**config.mk**
```make
export PLATFORM = sky130hd
export DESIGN_NAME = timer_input_pin_assignment
export DESIGN_NICKNAME = d
export VERILOG_FILES = /design/src/rtl/timer_input_pkg.sv /design/src/rtl/pin_edge_detect.sv /design/src/rtl/timer_input_pin_assignment.sv
export SDC_FILE = /design/constraint.sdc
export NUM_CORES = 1
export LEC_CHECK = 0
export BUFFER_PORTS_ARGS = -buffer_cell sky130_fd_sc_hd__buf_2
export CORE_ASPECT_RATIO = 2
export CORE_MARGIN = 2
export CORE_UTILIZATION = 35
export CTS_CLUSTER_DIAMETER = 60
export CTS_CLUSTER_SIZE = 20
export DETAILED_ROUTE_END_ITERATION = 6
export HOLD_SLACK_MARGIN = 0.1
export PLACE_DENSITY_LB_ADDON = 0.08
export SYNTH_ARGS = -nofsm -noshare
export SYNTH_HDL_FRONTEND = slang
export SYNTH_HIERARCHICAL = 1
export SYNTH_SLANG_ARGS = --single-unit
```
**constraint.sdc**
```tcl
create_clock -name clk_i -period 1.6 [get_ports clk_i]
set_input_delay 0.32 -clock clk_i [delete_from_list [all_inputs] [get_ports clk_i]]
set_output_delay 0.32 -clock clk_i [all_outputs]
set_load 0.05 [all_outputs]
```
**src/rtl/timer_input_pkg.sv**
```systemverilog
// Constants and types shared by the timer input pin assignment logic.
// Assumes one system clock domain and a plain strobe-based register port.
package timer_input_pkg;

    // ****************************************************************
    // Register port
    // ****************************************************************
    localparam int unsigned ADDR_W = 2;
    localparam int unsigned DATA_W = 8;

    localparam logic [ADDR_W-1:0] OFF_INPUT_CONTROL = 2'h0;
    localparam logic [ADDR_W-1:0] OFF_TIMER_MODE    = 2'h1;
    localparam logic [ADDR_W-1:0] OFF_TIMER_CONTROL = 2'h2;
    localparam logic [ADDR_W-1:0] OFF_INPUT_STATUS  = 2'h3;

    // Field positions
    localparam int unsigned ICR_CODE_LSB  = 0;
    localparam int unsigned ICR_ASEL_LSB  = 4;
    localparam int unsigned ICR_BSEL_LSB  = 6;
    localparam int unsigned TMR_RM0_BIT   = 0;
    localparam int unsigned TMR_RM1_BIT   = 1;
    localparam int unsigned TMR_BM_BIT    = 2;
    localparam int unsigned TCR_UDC_BIT   = 0;

    // Values after reset
    localparam logic [DATA_W-1:0] INPUT_CONTROL_RST = 8'h00;
    localparam logic [DATA_W-1:0] TIMER_MODE_RST    = 8'h00;
    localparam logic [DATA_W-1:0] TIMER_CONTROL_RST = 8'h01;
    localparam logic              DIR_RST           = 1'b1;

    // Prescaler runs at one third of the system clock
    localparam int unsigned       PRESC_DIV  = 3;
    localparam logic [1:0]        PRESC_LAST = 2'(PRESC_DIV - 1);

    // Edge select encoding
    localparam logic [1:0] EDGE_NONE    = 2'h0;
    localparam logic [1:0] EDGE_RISING  = 2'h1;
    localparam logic [1:0] EDGE_FALLING = 2'h2;
    localparam logic [1:0] EDGE_BOTH    = 2'h3;

    typedef enum logic [3:0] {
        FN_NONE            = 4'h0,
        FN_TRIG_B          = 4'h1,
        FN_GATE_A          = 4'h2,
        FN_GATE_A_TRIG_B   = 4'h3,
        FN_CLK_B           = 4'h4,
        FN_TRIG_A          = 4'h5,
        FN_GATE_A_CLK_B    = 4'h6,
        FN_TRIG_AB         = 4'h7,
        FN_CLK_UP_DOWN     = 4'h8,
        FN_LEVEL_DIR_CLK_B = 4'h9,
        FN_TRIG_DIR        = 4'hA,
        FN_LEVEL_DIR       = 4'hB,
        FN_AUTODISCR       = 4'hC,
        FN_TRIG_A_CLK_B    = 4'hD,
        FN_CLK_A_TRIG_B    = 4'hE,
        FN_TRIG_A_GATE_B   = 4'hF
    } func_code_t;

endpackage : timer_input_pkg

```
**src/rtl/pin_edge_detect.sv**
```systemverilog
// Synchroniser and edge detector for one external timer input.
// Assumes the pin is asynchronous to clk_i; outputs are in the clk_i domain.
`timescale 1ns/100ps
module pin_edge_detect
    import timer_input_pkg::*;
(
    input  wire logic       clk_i,
    input  wire logic       rst_b_i,
    input  wire logic       pin_i,
    input  wire logic [1:0] edge_sel_i,
    output logic            level_o,
    output logic            rise_o,
    output logic            fall_o,
    output logic            edge_o
);

    logic meta_q;
    logic sync_q;
    logic prev_q;

    // ****************************************************************
    // Two-stage synchroniser, then one history stage
    // ****************************************************************
    always_ff @(posedge clk_i) begin
        if (!rst_b_i) begin
            meta_q <= 1'b0;
            sync_q <= 1'b0;
            prev_q <= 1'b0;
        end else begin
            meta_q <= pin_i;
            sync_q <= meta_q;
            prev_q <= sync_q;
        end
    end

    assign level_o = sync_q;
    assign rise_o  = sync_q & ~prev_q;
    assign fall_o  = ~sync_q & prev_q;
    assign edge_o  = (rise_o & edge_sel_i[0]) | (fall_o & edge_sel_i[1]);

endmodule : pin_edge_detect

```
**src/rtl/timer_input_pin_assignment.sv**
```systemverilog
// External input pin assignment of a 16-bit multifunction timer.
// Assumes a plain register port and pins driven by outside signal sources.
`timescale 1ns/100ps
module timer_input_pin_assignment
    import timer_input_pkg::*;
(
    input  wire logic                             clk_i,
    input  wire logic                             rst_b_i,
    input  wire logic                             timer_input_a_i,
    input  wire logic                             timer_input_b_i,
    input  wire logic [timer_input_pkg::ADDR_W-1:0] addr_i,
    input  wire logic [timer_input_pkg::DATA_W-1:0] wdata_i,
    input  wire logic                             wr_i,
    input  wire logic                             rd_i,
    output logic      [timer_input_pkg::DATA_W-1:0] rdata_o,
    output logic                                  count_tick_o,
    output logic                                  count_up_o,
    output logic                                  reg0_load_o,
    output logic                                  reg0_capture_o,
    output logic                                  reg1_capture_o
);

    import timer_input_pkg::*;

    // ****************************************************************
    // Software-visible state
    // ****************************************************************
    logic [3:0]        input_function_code_q;
    logic [1:0]        input_a_edge_select_q;
    logic [1:0]        input_b_edge_select_q;
    logic              reg0_capture_select_q;
    logic              reg1_capture_select_q;
    logic              bivalue_enable_q;
    logic              soft_count_direction_q;

    // Block state and registered outputs
    logic [1:0]        presc_q;
    logic              dir_q;
    logic              dir_d;
    logic              tick_q;
    logic              load0_q;
    logic              cap0_q;
    logic              cap1_q;
    logic [DATA_W-1:0] rdata_q;
    logic [DATA_W-1:0] rdata_d;

    // ****************************************************************
    // Pin conditioning
    // ****************************************************************
    logic a_lvl;
    logic a_rise;
    logic a_fall;
    logic a_edge;
    logic b_lvl_raw;
    logic b_rise_raw;
    logic b_fall_raw;
    logic b_edge_raw;

    pin_edge_detect u_pin_a (
        .clk_i      (clk_i),
        .rst_b_i    (rst_b_i),
        .pin_i      (timer_input_a_i),
        .edge_sel_i (input_a_edge_select_q),
        .level_o    (a_lvl),
        .rise_o     (a_rise),
        .fall_o     (a_fall),
        .edge_o     (a_edge)
    );

    pin_edge_detect u_pin_b (
        .clk_i      (clk_i),
        .rst_b_i    (rst_b_i),
        .pin_i      (timer_input_b_i),
        .edge_sel_i (input_b_edge_select_q),
        .level_o    (b_lvl_raw),
        .rise_o     (b_rise_raw),
        .fall_o     (b_fall_raw),
        .edge_o     (b_edge_raw)
    );

    // Bivalue mode cuts input B off from every function
    wire b_en   = ~bivalue_enable_q;
    wire b_lvl  = b_lvl_raw & b_en;
    wire b_rise = b_rise_raw & b_en;
    wire b_fall = b_fall_raw & b_en;
    wire b_edge = b_edge_raw & b_en;

    // ****************************************************************
    // Function decode
    // ****************************************************************
    func_code_t fn;
    assign fn = func_code_t'(input_function_code_q);

    wire a_trig = (fn == FN_TRIG_A) || (fn == FN_TRIG_AB)
               || (fn == FN_TRIG_A_CLK_B) || (fn == FN_TRIG_A_GATE_B);
    wire b_trig = (fn == FN_TRIG_B) || (fn == FN_GATE_A_TRIG_B)
               || (fn == FN_TRIG_AB) || (fn == FN_CLK_A_TRIG_B);
    wire a_gate = (fn == FN_GATE_A) || (fn == FN_GATE_A_TRIG_B)
               || (fn == FN_GATE_A_CLK_B);
    wire b_gate = (fn == FN_TRIG_A_GATE_B);
    wire b_clk  = (fn == FN_CLK_B) || (fn == FN_GATE_A_CLK_B)
               || (fn == FN_LEVEL_DIR_CLK_B) || (fn == FN_TRIG_A_CLK_B);
    wire a_clk  = (fn == FN_CLK_A_TRIG_B);
    wire ud_clk = (fn == FN_CLK_UP_DOWN);
    wire ad_clk = (fn == FN_AUTODISCR);
    wire int_clk = ~(b_clk | a_clk | ud_clk | ad_clk);

    // A high gate level stops counting; a disabled B never closes the gate
    wire gate_open  = ~(a_gate & a_lvl) & ~(b_gate & b_lvl);
    wire presc_wrap = (presc_q == PRESC_LAST);

    // ****************************************************************
    // Count steps
    // ****************************************************************
    wire int_tick   = int_clk & presc_wrap & gate_open;
    wire ext_tick_b = b_clk & b_edge & gate_open;
    wire ext_tick_a = a_clk & a_edge;
    // Both edges in one cycle give a single down step
    wire ud_dn      = ud_clk & b_edge;
    wire ud_up      = ud_clk & a_edge & ~b_edge;
    // Raw transitions: the phase relation matters, not the edge select
    wire ad_up      = ad_clk & b_rise & ~a_lvl;
    wire ad_dn      = ad_clk & b_fall & ~a_lvl;
    wire tick_d     = int_tick | ext_tick_a | ext_tick_b
                    | ud_up | ud_dn | ad_up | ad_dn;

    // ****************************************************************
    // Triggers
    // ****************************************************************
    wire trig_a  = a_trig & a_edge;
    wire load0_d = trig_a & ~reg0_capture_select_q;
    wire cap0_d  = trig_a & reg0_capture_select_q;
    wire cap1_d  = b_trig & b_edge;

    // ****************************************************************
    // Direction
    // ****************************************************************
    always_comb begin
        case (fn)
            FN_CLK_UP_DOWN: begin
                dir_d = ud_dn ? 1'b0 : (ud_up ? 1'b1 : dir_q);
            end
            FN_LEVEL_DIR_CLK_B, FN_LEVEL_DIR: begin
                dir_d = a_lvl;
            end
            FN_TRIG_DIR: begin
                dir_d = b_edge ? 1'b0 : (a_edge ? 1'b1 : dir_q);
            end
            FN_AUTODISCR: begin
                dir_d = ad_dn ? 1'b0 : (ad_up ? 1'b1 : dir_q);
            end
            default: begin
                dir_d = soft_count_direction_q;
            end
        endcase
    end

    // ****************************************************************
    // Register port decode
    // ****************************************************************
    wire wr_icr = wr_i && (addr_i == OFF_INPUT_CONTROL);
    wire wr_tmr = wr_i && (addr_i == OFF_TIMER_MODE);
    wire wr_tcr = wr_i && (addr_i == OFF_TIMER_CONTROL);

    wire [DATA_W-1:0] icr_rd = {input_b_edge_select_q, input_a_edge_select_q,
                                input_function_code_q};
    wire [DATA_W-1:0] tmr_rd = {5'h00, bivalue_enable_q, reg1_capture_select_q,
                                reg0_capture_select_q};
    wire [DATA_W-1:0] tcr_rd = {7'h00, soft_count_direction_q};
    wire [DATA_W-1:0] sts_rd = {4'h0, gate_open, b_lvl, a_lvl, dir_q};

    always_comb begin
        rdata_d = 8'h00;
        if (rd_i) begin
            case (addr_i)
                OFF_INPUT_CONTROL: rdata_d = icr_rd;
                OFF_TIMER_MODE:    rdata_d = tmr_rd;
                OFF_TIMER_CONTROL: rdata_d = tcr_rd;
                OFF_INPUT_STATUS:  rdata_d = sts_rd;
                default:           rdata_d = 8'h00;
            endcase
        end
    end

    // ****************************************************************
    // Configuration registers
    // ****************************************************************
    always_ff @(posedge clk_i) begin
        if (!rst_b_i) begin
            input_function_code_q <= INPUT_CONTROL_RST[ICR_CODE_LSB +: 4];
            input_a_edge_select_q <= INPUT_CONTROL_RST[ICR_ASEL_LSB +: 2];
            input_b_edge_select_q <= INPUT_CONTROL_RST[ICR_BSEL_LSB +: 2];
        end else if (wr_icr) begin
            input_function_code_q <= wdata_i[ICR_CODE_LSB +: 4];
            input_a_edge_select_q <= wdata_i[ICR_ASEL_LSB +: 2];
            input_b_edge_select_q <= wdata_i[ICR_BSEL_LSB +: 2];
        end
    end

    always_ff @(posedge clk_i) begin
        if (!rst_b_i) begin
            reg0_capture_select_q <= TIMER_MODE_RST[TMR_RM0_BIT];
            reg1_capture_select_q <= TIMER_MODE_RST[TMR_RM1_BIT];
            bivalue_enable_q      <= TIMER_MODE_RST[TMR_BM_BIT];
        end else if (wr_tmr) begin
            reg0_capture_select_q <= wdata_i[TMR_RM0_BIT];
            reg1_capture_select_q <= wdata_i[TMR_RM1_BIT];
            bivalue_enable_q      <= wdata_i[TMR_BM_BIT];
        end
    end

    always_ff @(posedge clk_i) begin
        if (!rst_b_i) begin
            soft_count_direction_q <= TIMER_CONTROL_RST[TCR_UDC_BIT];
        end else if (wr_tcr) begin
            soft_count_direction_q <= wdata_i[TCR_UDC_BIT];
        end
    end

    // ****************************************************************
    // Prescaler phase and outputs
    // ****************************************************************
    // The prescaler phase runs free so internal steps keep a fixed cadence
    always_ff @(posedge clk_i) begin
        if (!rst_b_i) begin
            presc_q <= 2'h0;
        end else begin
            presc_q <= presc_wrap ? 2'h0 : presc_q + 2'h1;
        end
    end

    always_ff @(posedge clk_i) begin
        if (!rst_b_i) begin
            tick_q  <= 1'b0;
            dir_q   <= DIR_RST;
            load0_q <= 1'b0;
            cap0_q  <= 1'b0;
            cap1_q  <= 1'b0;
            rdata_q <= 8'h00;
        end else begin
            tick_q  <= tick_d;
            dir_q   <= dir_d;
            load0_q <= load0_d;
            cap0_q  <= cap0_d;
            cap1_q  <= cap1_d;
            rdata_q <= rdata_d;
        end
    end

    assign count_tick_o   = tick_q;
    assign count_up_o     = dir_q;
    assign reg0_load_o    = load0_q;
    assign reg0_capture_o = cap0_q;
    assign reg1_capture_o = cap1_q;
    assign rdata_o        = rdata_q;
endmodule : timer_input_pin_assignment

```
-- Word level (Yosys, flattened, before mapping)
Cells that the tools add are included.
W data, S select, Z words.
- logic and storage cells: 123
- output and inout bits: 13
- bits in registers: 33
- input port bits: 16
- $add $sub $neg: 1
- reduce and logical (&&, ||, !) cells: 19
- mux-type cells: 8
- bitwise operators: 53
- eq/ne operators: 22
- operators with widths (cell ; count):
    $eq A4 B4 Y1 const B ; 8
    $pmux W8 S4 ; 1
    $and A1 B1 Y1 ; 31
    $eq A4 B3 Y1 const B ; 4
    $logic_or A1 B1 Y1 ; 11
    $not A1 Y1 ; 11
    $or A1 B1 Y1 ; 11
    $eq A4 B2 Y1 const B ; 2
    $eq A2 B2 Y1 const B ; 3
    $mux W1 ; 6
    $ne A3 B1 Y1 const B ; 2
    $eq A4 B1 Y1 const B ; 1
    $pmux W1 S4 ; 1
    $reduce_or A2 Y1 ; 2
    $logic_and A1 B1 Y1 ; 3
    $ne A3 B3 Y1 const B ; 1
    $reduce_and A3 Y1 ; 1
    $add A2 B1 Y2 const B ; 1
    $eq A2 B1 Y1 const B ; 1
    $logic_not A2 Y1 ; 1
    $reduce_and A2 Y1 ; 1

-- Depth between registers and ports, before layout
Gate-level depths: netlist (run 1).
- word-level depth: 16
- depth in mapped cells: 6
- gate-level depth less buffers: 6

-- By module
The synthesis (run 1) kept the hierarchy.
- by module, submodules not included (module ; cells each ; instances ; area an instance (um2)):
    timer_input_pin_assignment ; 136 ; 1 ; 1206.2
    pin_edge_detect ; 9 ; 2 ; 103.8

-- Worst setup path before layout (run 1)
No wires, ideal clock.
- path kind: register to register
- start: register u_pin_b.sync_q (netlist: u_pin_b/level_o)
- end: register dir_q (netlist: count_up_o)
- required time: 1.473 ns
- stages on the path, launching flop included: 7
- slack: 0.065 ns
- arrival time: 1.408 ns
- path buffers: 0
- period minus slack after synthesis: 1.535 ns
- cell sequence: dfxtp_1 > and2b_1 > a22o_1 > nor2b_2 > or3_1 > a211oi_2 > o21ai_1
- RTL lines (element ; RTL line ; text):
    from (decl) ; pin_edge_detect.sv:18 ; logic sync_q;
    from (signal assigned) ; pin_edge_detect.sv:31 ; sync_q <= meta_q;
    $and A1 B1 Y1 (*) ; pin_edge_detect.sv:37 ; assign rise_o = sync_q & ~prev_q;
    via b_rise_raw ; timer_input_pin_assignment.sv:55 ; logic b_rise_raw;
    $and A1 B1 Y1 (*) ; pin_edge_detect.sv:39 ; assign edge_o = (rise_o & edge_sel_i[0]) | (fall_o & edge_sel_i[1]);
    $or A1 B1 Y1 (*) ; pin_edge_detect.sv:39 ;
    via b_edge_raw ; timer_input_pin_assignment.sv:57 ; logic b_edge_raw;
    $and A1 B1 Y1 (*) ; timer_input_pin_assignment.sv:86 ; wire b_edge = b_edge_raw & b_en;
    $not A1 Y1 ; timer_input_pin_assignment.sv:120 ; wire ud_up = ud_clk & a_edge & ~b_edge;
    $and A1 B1 Y1 ; timer_input_pin_assignment.sv:120 ;
    $ne A3 B1 Y1 (no line) ; n/a ;
    $reduce_and A3 Y1 (no line) ; n/a ;
    to (signal assigned) ; timer_input_pin_assignment.sv:242 ; dir_q <= dir_d;
    to (decl) ; timer_input_pin_assignment.sv:38 ; logic dir_q;
The timed path passes the listed nets; every way through them passes the cells marked *.
A chain may end at the register's enable or synchronous reset.

-- Worst setup path in the final report (run 1)
Ends and elaborated chain as after synthesis.

==> flow_summary_export.csv, run 1 <==
group,metric,value,unit
synth,synth_edf_count,0,
synth,synth_top_family_by_area,"simple AND/OR/NAND/NOR gates",
synth,synth_common_cells,"dfxtp_1, nand2_1, and2_1",
cts,cts_made_buffers,5,
route,drt-initial-drc-count,21,
global_route,antenna_found_initial,0,
cts,cts_tree,"done",
timing,hold_viol,0,
setup_path,cp.arrival,1.75,ns
setup_path,rrSetupSlack,0.0008,ns
cells_and_area,fin_util,0.443,
route,drc,0,
synth,synth_top_area_frac,0.467,
synth,syn_nets,171,
timing,tns,0,ns
synth,netlist_area,1410,µm²
cts,cts_sinks,33,
placement,pre_cts_ws,-0.0214,ns
floorplanning,rows,32,
setup_path,cp_max_fo,4,
timing,fin_ws,0.000841,ns
floorplanning,dieArea,4590,µm²
placement,hpwl,2450,µm
power,peakVddDrop,0.551,mV
floorplanning,ios,29,
synth,synthAdderAreaFrac,0.00885,
synth,yosysSeqAreaShare,0.467,
setup_path,path_buf_inv,0,
timing,slew_viol_final,0,
synth,synth_area_leaders,"dfxtp_1, nand2_1, a21boi_1, and2_1, nor2b_1",
placement,place_area,1600,µm²
route,avgRoutedWirePerCell,13.6,µm
power,power_density,949,nW/µm²
cts,hold_buffers,0,
job,maxCapViolCount,0,
synth,ys_types,40,
timing,rsz0062_at_grt,"yes",
synth,synth_flop_cell,"dfxtp_1",
cts,clock_path_buffers,2,
cells_and_area,layout.nets,204,
setup_path,crit_path_start_kind,"flop",
placement,io_buffer_count,28,
synth,synthXorXnorAreaFrac,0,
timing,max_freq,625,MHz
synth,synth_compound_gate_area_share,0.167,
worst_hold_path,hold_class,"input pin to flop",
setup_path,cp_slowest_cell,"dfxtp_4",
synth,ys_ff_latch,33,
route,drt-vias-per-instance,5.04,
setup_path,crit_family,"simple AND/OR/NAND/NOR gates",
synth,yosysMostFrequentCell,"dfxtp_1",
route,ant_nets,0,
setup_path,critical_path.cell_chain,"and2b_1 -> a22o_1 -> nor2b_4 -> or3_4 -> a211oi_2 -> o21ai_1",
cells_and_area,drive_above_1_share,0.277,
route,wirelength,3240,µm
synth,synthCells,154,
setup_path,endpoint_kind,"flop",
timing,fin_skew,0.00520,ns
floorplanning,core_area,3880,µm²
global_route,grt.total_usage,0.162,
global_route,grt_pass1_wl,5490,µm
global_route,grt_max_degree,27,
placement,place.gp.congestion,0.784,
setup_path,critical_path_class,"flop to flop",
synth,synthSimpleGateAreaFrac,0.262,
timing,worst_slew_pin_slew,0.420,ns
timing,period_needed,1.60,ns
power,p_leak,0.000723,µW
floorplanning,fp.dieH,93.9,µm
setup_path,worstPathRequired,1.75,ns
cells_and_area,design_area,1720,µm²
setup_path,slowest_delay,0.35,ns
timing,setup_viol,0,
global_route,grt_pass1_vias,1172,
cells_and_area,synthToLayoutAreaGrowth,21.6,%
global_route,grt-ovfl-total,0,
timing,slew_headroom,0.720,
run_status,status,"completed",
synth,synth_warnings,6,
synth,synth-async-reset-ratio,0,
cts,root_buffer,"clkbuf_8",
synth,syn_area_per_cell,9.18,µm²
synth,muxShareOfSynthArea,0.0451,
timing,fin_crit_sh,0.999,
cts,htreeDepth,2,
floorplanning,initial_core_util,0.364,
synth,synth.largest_area_cell,"dfxtp_1",
floorplanning,fp.dieW,48.9,µm
cells_and_area,antennaDiodeCount,0,
cts,clk_pin_slew,0.06,ns
route,vias,1205,
route,dr.pass1.iters,4,
cts,clock_latency,0.28,ns
==> area by class of cell <==
type / count / area, µm²
fill: 405 / 2160
sequential: 33 / 666
timing repair buffer: 34 / 185
tap: 51 / 63.8
inverter: 7 / 26.3
multi-input combinational: 106 / 698
clock buffer: 8 / 80.1
==> where the power goes <==
part           leakage, µW  total [µW]  internal, µW  switching (µW)
Combinational     0.000414         173          75.8            97.0
Sequential        0.000270         881           854            26.6
Clock            0.0000395         577           308             269
Total             0.000723        1630          1240             393
==> flip-flops by register name (all words and copies together) (netlist names), 2 cells and up <==
register	count
rdata_o	8
fn	4
input_a_edge_select_q	2
input_b_edge_select_q	2
presc_q	2
==> through the flow <==
stage / std cells / total power, µW / hold slack [ns]
2_1_floorplan: 154 / 1010 / 0.392
3_3_place_gp: 229 / 1070 / 0.400
3_5_place_dp: 229 / 1070 / 0.413
4_1_cts: 237 / 1660 / 0.225
5_1_grt: 239 / 1710 / 0.230
6_report: 239 / 1630 / 0.241
==> what timing repair did <==
action                                 in CTS  in global routing
setup endpoints to repair                   1                  1
endpoints found under the hold margin       0                  0
setup buffers                               0                  2
pin swaps                                   2                  3
gates resized for setup                     1                  5
gates cloned                                0                  0
==> routing by layer <==
layer  global-route usage  share of wire  wire length (µm)
met1                0.158           0.37              1210
met3               0.0382          0.035               112
met5                    0              0                 0
met4                0.105          0.029                94
met2                0.296           0.56              1820
==> worst reg2reg max path, stage by stage (launching register included) <==
cell      delay [ns]
dfxtp_4         0.35
and2b_1         0.17
a22o_1          0.19
nor2b_4         0.14
or3_4           0.33
a211oi_2        0.22
o21ai_1         0.07
==> cell usage in the layout (no fill, tap or decap), types with 3 or more instances in the layout <==
master	n
nand2b_1	4
a21boi_1	8
mux2i_1	3
nor2_1	8
buf_4	6
clkbuf_1	3
clkbuf_8	5
and3_1	4
o22ai_1	3
nand2_1	24
nand4_1	3
inv_1	7
buf_2	28
and2_1	9
nor2b_1	5
dfxtp_1	31
==> cells by family after synthesis <==
family,after synthesis
flip-flops,33
multiplexers,5
adder cells (fa/ha/maj),1
buffers and inverters,15
AO/OA/AOI/OAI,31
AND/OR/NAND/NOR,69
==> worst paths after layout <==
check,from,endpoint,cells past startpoint
max,u_pin_b/level_o$_SDFF_PN0_,count_up_o$_SDFFE_PN1P_,6
max reg2reg,u_pin_b/level_o$_SDFF_PN0_,count_up_o$_SDFFE_PN1P_,6
min reg2reg,presc_q[0]$_SDFF_PP0_,presc_q[0]$_SDFF_PP0_,1
min,timer_input_a_i,u_pin_a/meta_q$_SDFF_PN0_,2
Note: power is estimated with default switching activity, not from simulation.
==> run 2: changes to the inputs <==
--- a/config.mk
+++ b/config.mk
@@ -6,7 +6,7 @@
 export NUM_CORES = 1
 export LEC_CHECK = 0
 export BUFFER_PORTS_ARGS = -buffer_cell sky130_fd_sc_hd__buf_2
-export CORE_ASPECT_RATIO = 2
+export CORE_ASPECT_RATIO = 0.75
 export CORE_MARGIN = 2
 export CORE_UTILIZATION = 35
 export CTS_CLUSTER_DIAMETER = 60
@@ -14,6 +14,7 @@
 export DETAILED_ROUTE_END_ITERATION = 6
 export HOLD_SLACK_MARGIN = 0.1
 export PLACE_DENSITY_LB_ADDON = 0.08
+export SLEW_MARGIN = 25
 export SYNTH_ARGS = -nofsm -noshare
 export SYNTH_HDL_FRONTEND = slang
 export SYNTH_HIERARCHICAL = 1
==> run 2 against run 1 <==
Compared with the run above: the flow now finishes with violations (setup timing); sequential share of layout area increased by 0.11 points; clock skew decreased by 0.00093 ns; first-iteration DRC count increased to 5.1 times the previous value; hold slack got worse by 0.0020 ns; critical endpoint unchanged; highest routed layer unchanged.
==> flow_summary_export.csv, run 2 (synthesis gave the netlist of run 1 again) <==
group,metric,value,unit
placement,hpwl,2340,µm
power,peakVddDrop,0.511,mV
floorplanning,core_area,3760,µm²
floorplanning,dieArea,4570,µm²
cells_and_area,largest_reg_flops,8,
run_status,violations,"setup timing",
cells_and_area,fin_util,0.455,
timing,slew_headroom,0.734,
timing,fin_ws,-0.0188,ns
global_route,grt.total_usage,0.152,
run_status,status,"complete, but fails checks",
cells_and_area,layout.nets,203,
floorplanning,fp.dieW,77.4,µm
route,vias,1152,
setup_path,rrSetupSlack,-0.02,ns
global_route,grt_pass1_wl,5220,µm
setup_path,cp_max_fo,5,
placement,place.gp.congestion,0.795,
route,ant_nets,0,
floorplanning,fp.dieH,59.0,µm
setup_path,critical_path.cell_chain,"and2b_1 -> a22o_1 -> nor2b_4 -> or3_4 -> a211oi_2 -> o21ai_1",
cts,clk_pin_slew,0.07,ns
cts,hold_buffers,0,
cts,cts_tree,"done",
worst_hold_path,whs_path_depth,2,
route,dr.pass1.iters,4,
cts,root_buffer,"clkbuf_8",
global_route,grt-ovfl-total,0,
cells_and_area,final_common_cell,"dfxtp_1",
global_route,antenna_found_initial,0,
route,avgRoutedWirePerCell,13.1,µm
worst_hold_path,hold_class,"input pin to flop",
timing,period_needed,1.62,ns
cells_and_area,design_area,1710,µm²
power,p_leak,0.000722,µW
timing,fin_crit_sh,1.01,
route,drt-vias-per-instance,4.82,
floorplanning,initial_core_util,0.376,
floorplanning,rows,19,
setup_path,cp_slowest_cell,"or3_4",
cts,clock_latency,0.28,ns
setup_path,critical_path_class,"flop to flop",
setup_path,slowest_delay,0.37,ns
floorplanning,ios,29,
job,maxCapViolCount,0,
timing,worst_slew_pin_slew,0.396,ns
cells_and_area,synthToLayoutAreaGrowth,20.8,%
cts,cts_sinks,33,
route,drc,0,
global_route,grt_pass1_vias,1119,
timing,hold_viol,0,
cts,cts_made_buffers,5,
timing,fin_skew,0.00427,ns
global_route,grt_max_degree,19,
placement,place_area,1610,µm²
route,wirelength,3120,µm
setup_path,worstPathRequired,1.76,ns
setup_path,reg2reg_depth,6,
route,drt-initial-drc-count,107,
power,power_density,960,nW/µm²
cells_and_area,final_cell_mix,"dfxtp_1, buf_2, nand2_1",
setup_path,crit_path_start_kind,"flop",
placement,io_buffer_count,28,
setup_path,cp.arrival,1.78,ns
timing,max_freq,618,MHz
timing,setup_viol,1,
cells_and_area,drive_above_1_share,0.283,
cts,clock_path_buffers,2,
cells_and_area,antennaDiodeCount,0,
setup_path,endpoint_kind,"flop",
timing,slew_viol_final,0,
timing,rsz0062_at_grt,"yes",
cts,htreeDepth,2,
==> run 2: power breakdown <==
part	total, µW	switching [µW]	internal, µW
clock network	591	290	301
logic	168	94.2	73.9
registers	881	26.2	855
total	1640	410	1230
==> run 2: worst max-delay path, delay by kind of cell, from the launching register on <==
| family | cells | cell delay, ns |
|---|---|---|
| and+or+nand+nor | 3 | 0.68 |
| DFF | 1 | 0.34 |
| AOI/OAI and AO/OA | 3 | 0.49 |
==> run 2: what timing repair did <==
action / in CTS / in global routing
pin swaps: 4 / 0
gates resized for setup: 3 / 1
endpoints found under the setup margin: 1 / 1
buffers inserted: 1 / 0
==> run 2: metrics by stage <==
stage	setup slack, ns	TNS, ns	hold WS, ns	power (µW)	std cells
after floorplan	0.0647	0	0.392	1010	154
after global placement	0.0453	0	0.399	1060	230
after detailed placement	-0.0483	-0.0483	0.410	1070	230
after CTS	-0.00246	-0.00246	0.233	1660	239
after global routing	-0.104	-0.104	0.244	1720	239
final	-0.0188	-0.0188	0.239	1640	239
==> run 2: final timing paths <==
check / to / start
max: count_up_o$_SDFFE_PN1P_ / u_pin_b/level_o$_SDFF_PN0_
min: u_pin_a/meta_q$_SDFF_PN0_ / timer_input_a_i
max reg2reg: count_up_o$_SDFFE_PN1P_ / u_pin_b/level_o$_SDFF_PN0_
min reg2reg: presc_q[0]$_SDFF_PP0_ / presc_q[0]$_SDFF_PP0_
==> run 2: area by class of cell <==
type / instances / area (µm²)
Fill cell: 393 / 2050
Multi-Input combinational cell: 106 / 693
Sequential cell: 33 / 663
Timing Repair Buffer: 33 / 178
Clock buffer: 6 / 72.6
Tap cell: 52 / 65.1
Inverter: 7 / 26.3
Clock inverter: 2 / 10.0
==> run 2: layer usage <==
metal  wire length [µm]  vias to the layer above  global-route usage  share of wire
met5                  0                        -                   0              0
met1               1640                      511               0.222           0.52
met2               1250                       40               0.201           0.40
li1                   -                      594                   -              -
met4                 58                        0              0.0791          0.019
met3                171                        7              0.0442          0.055
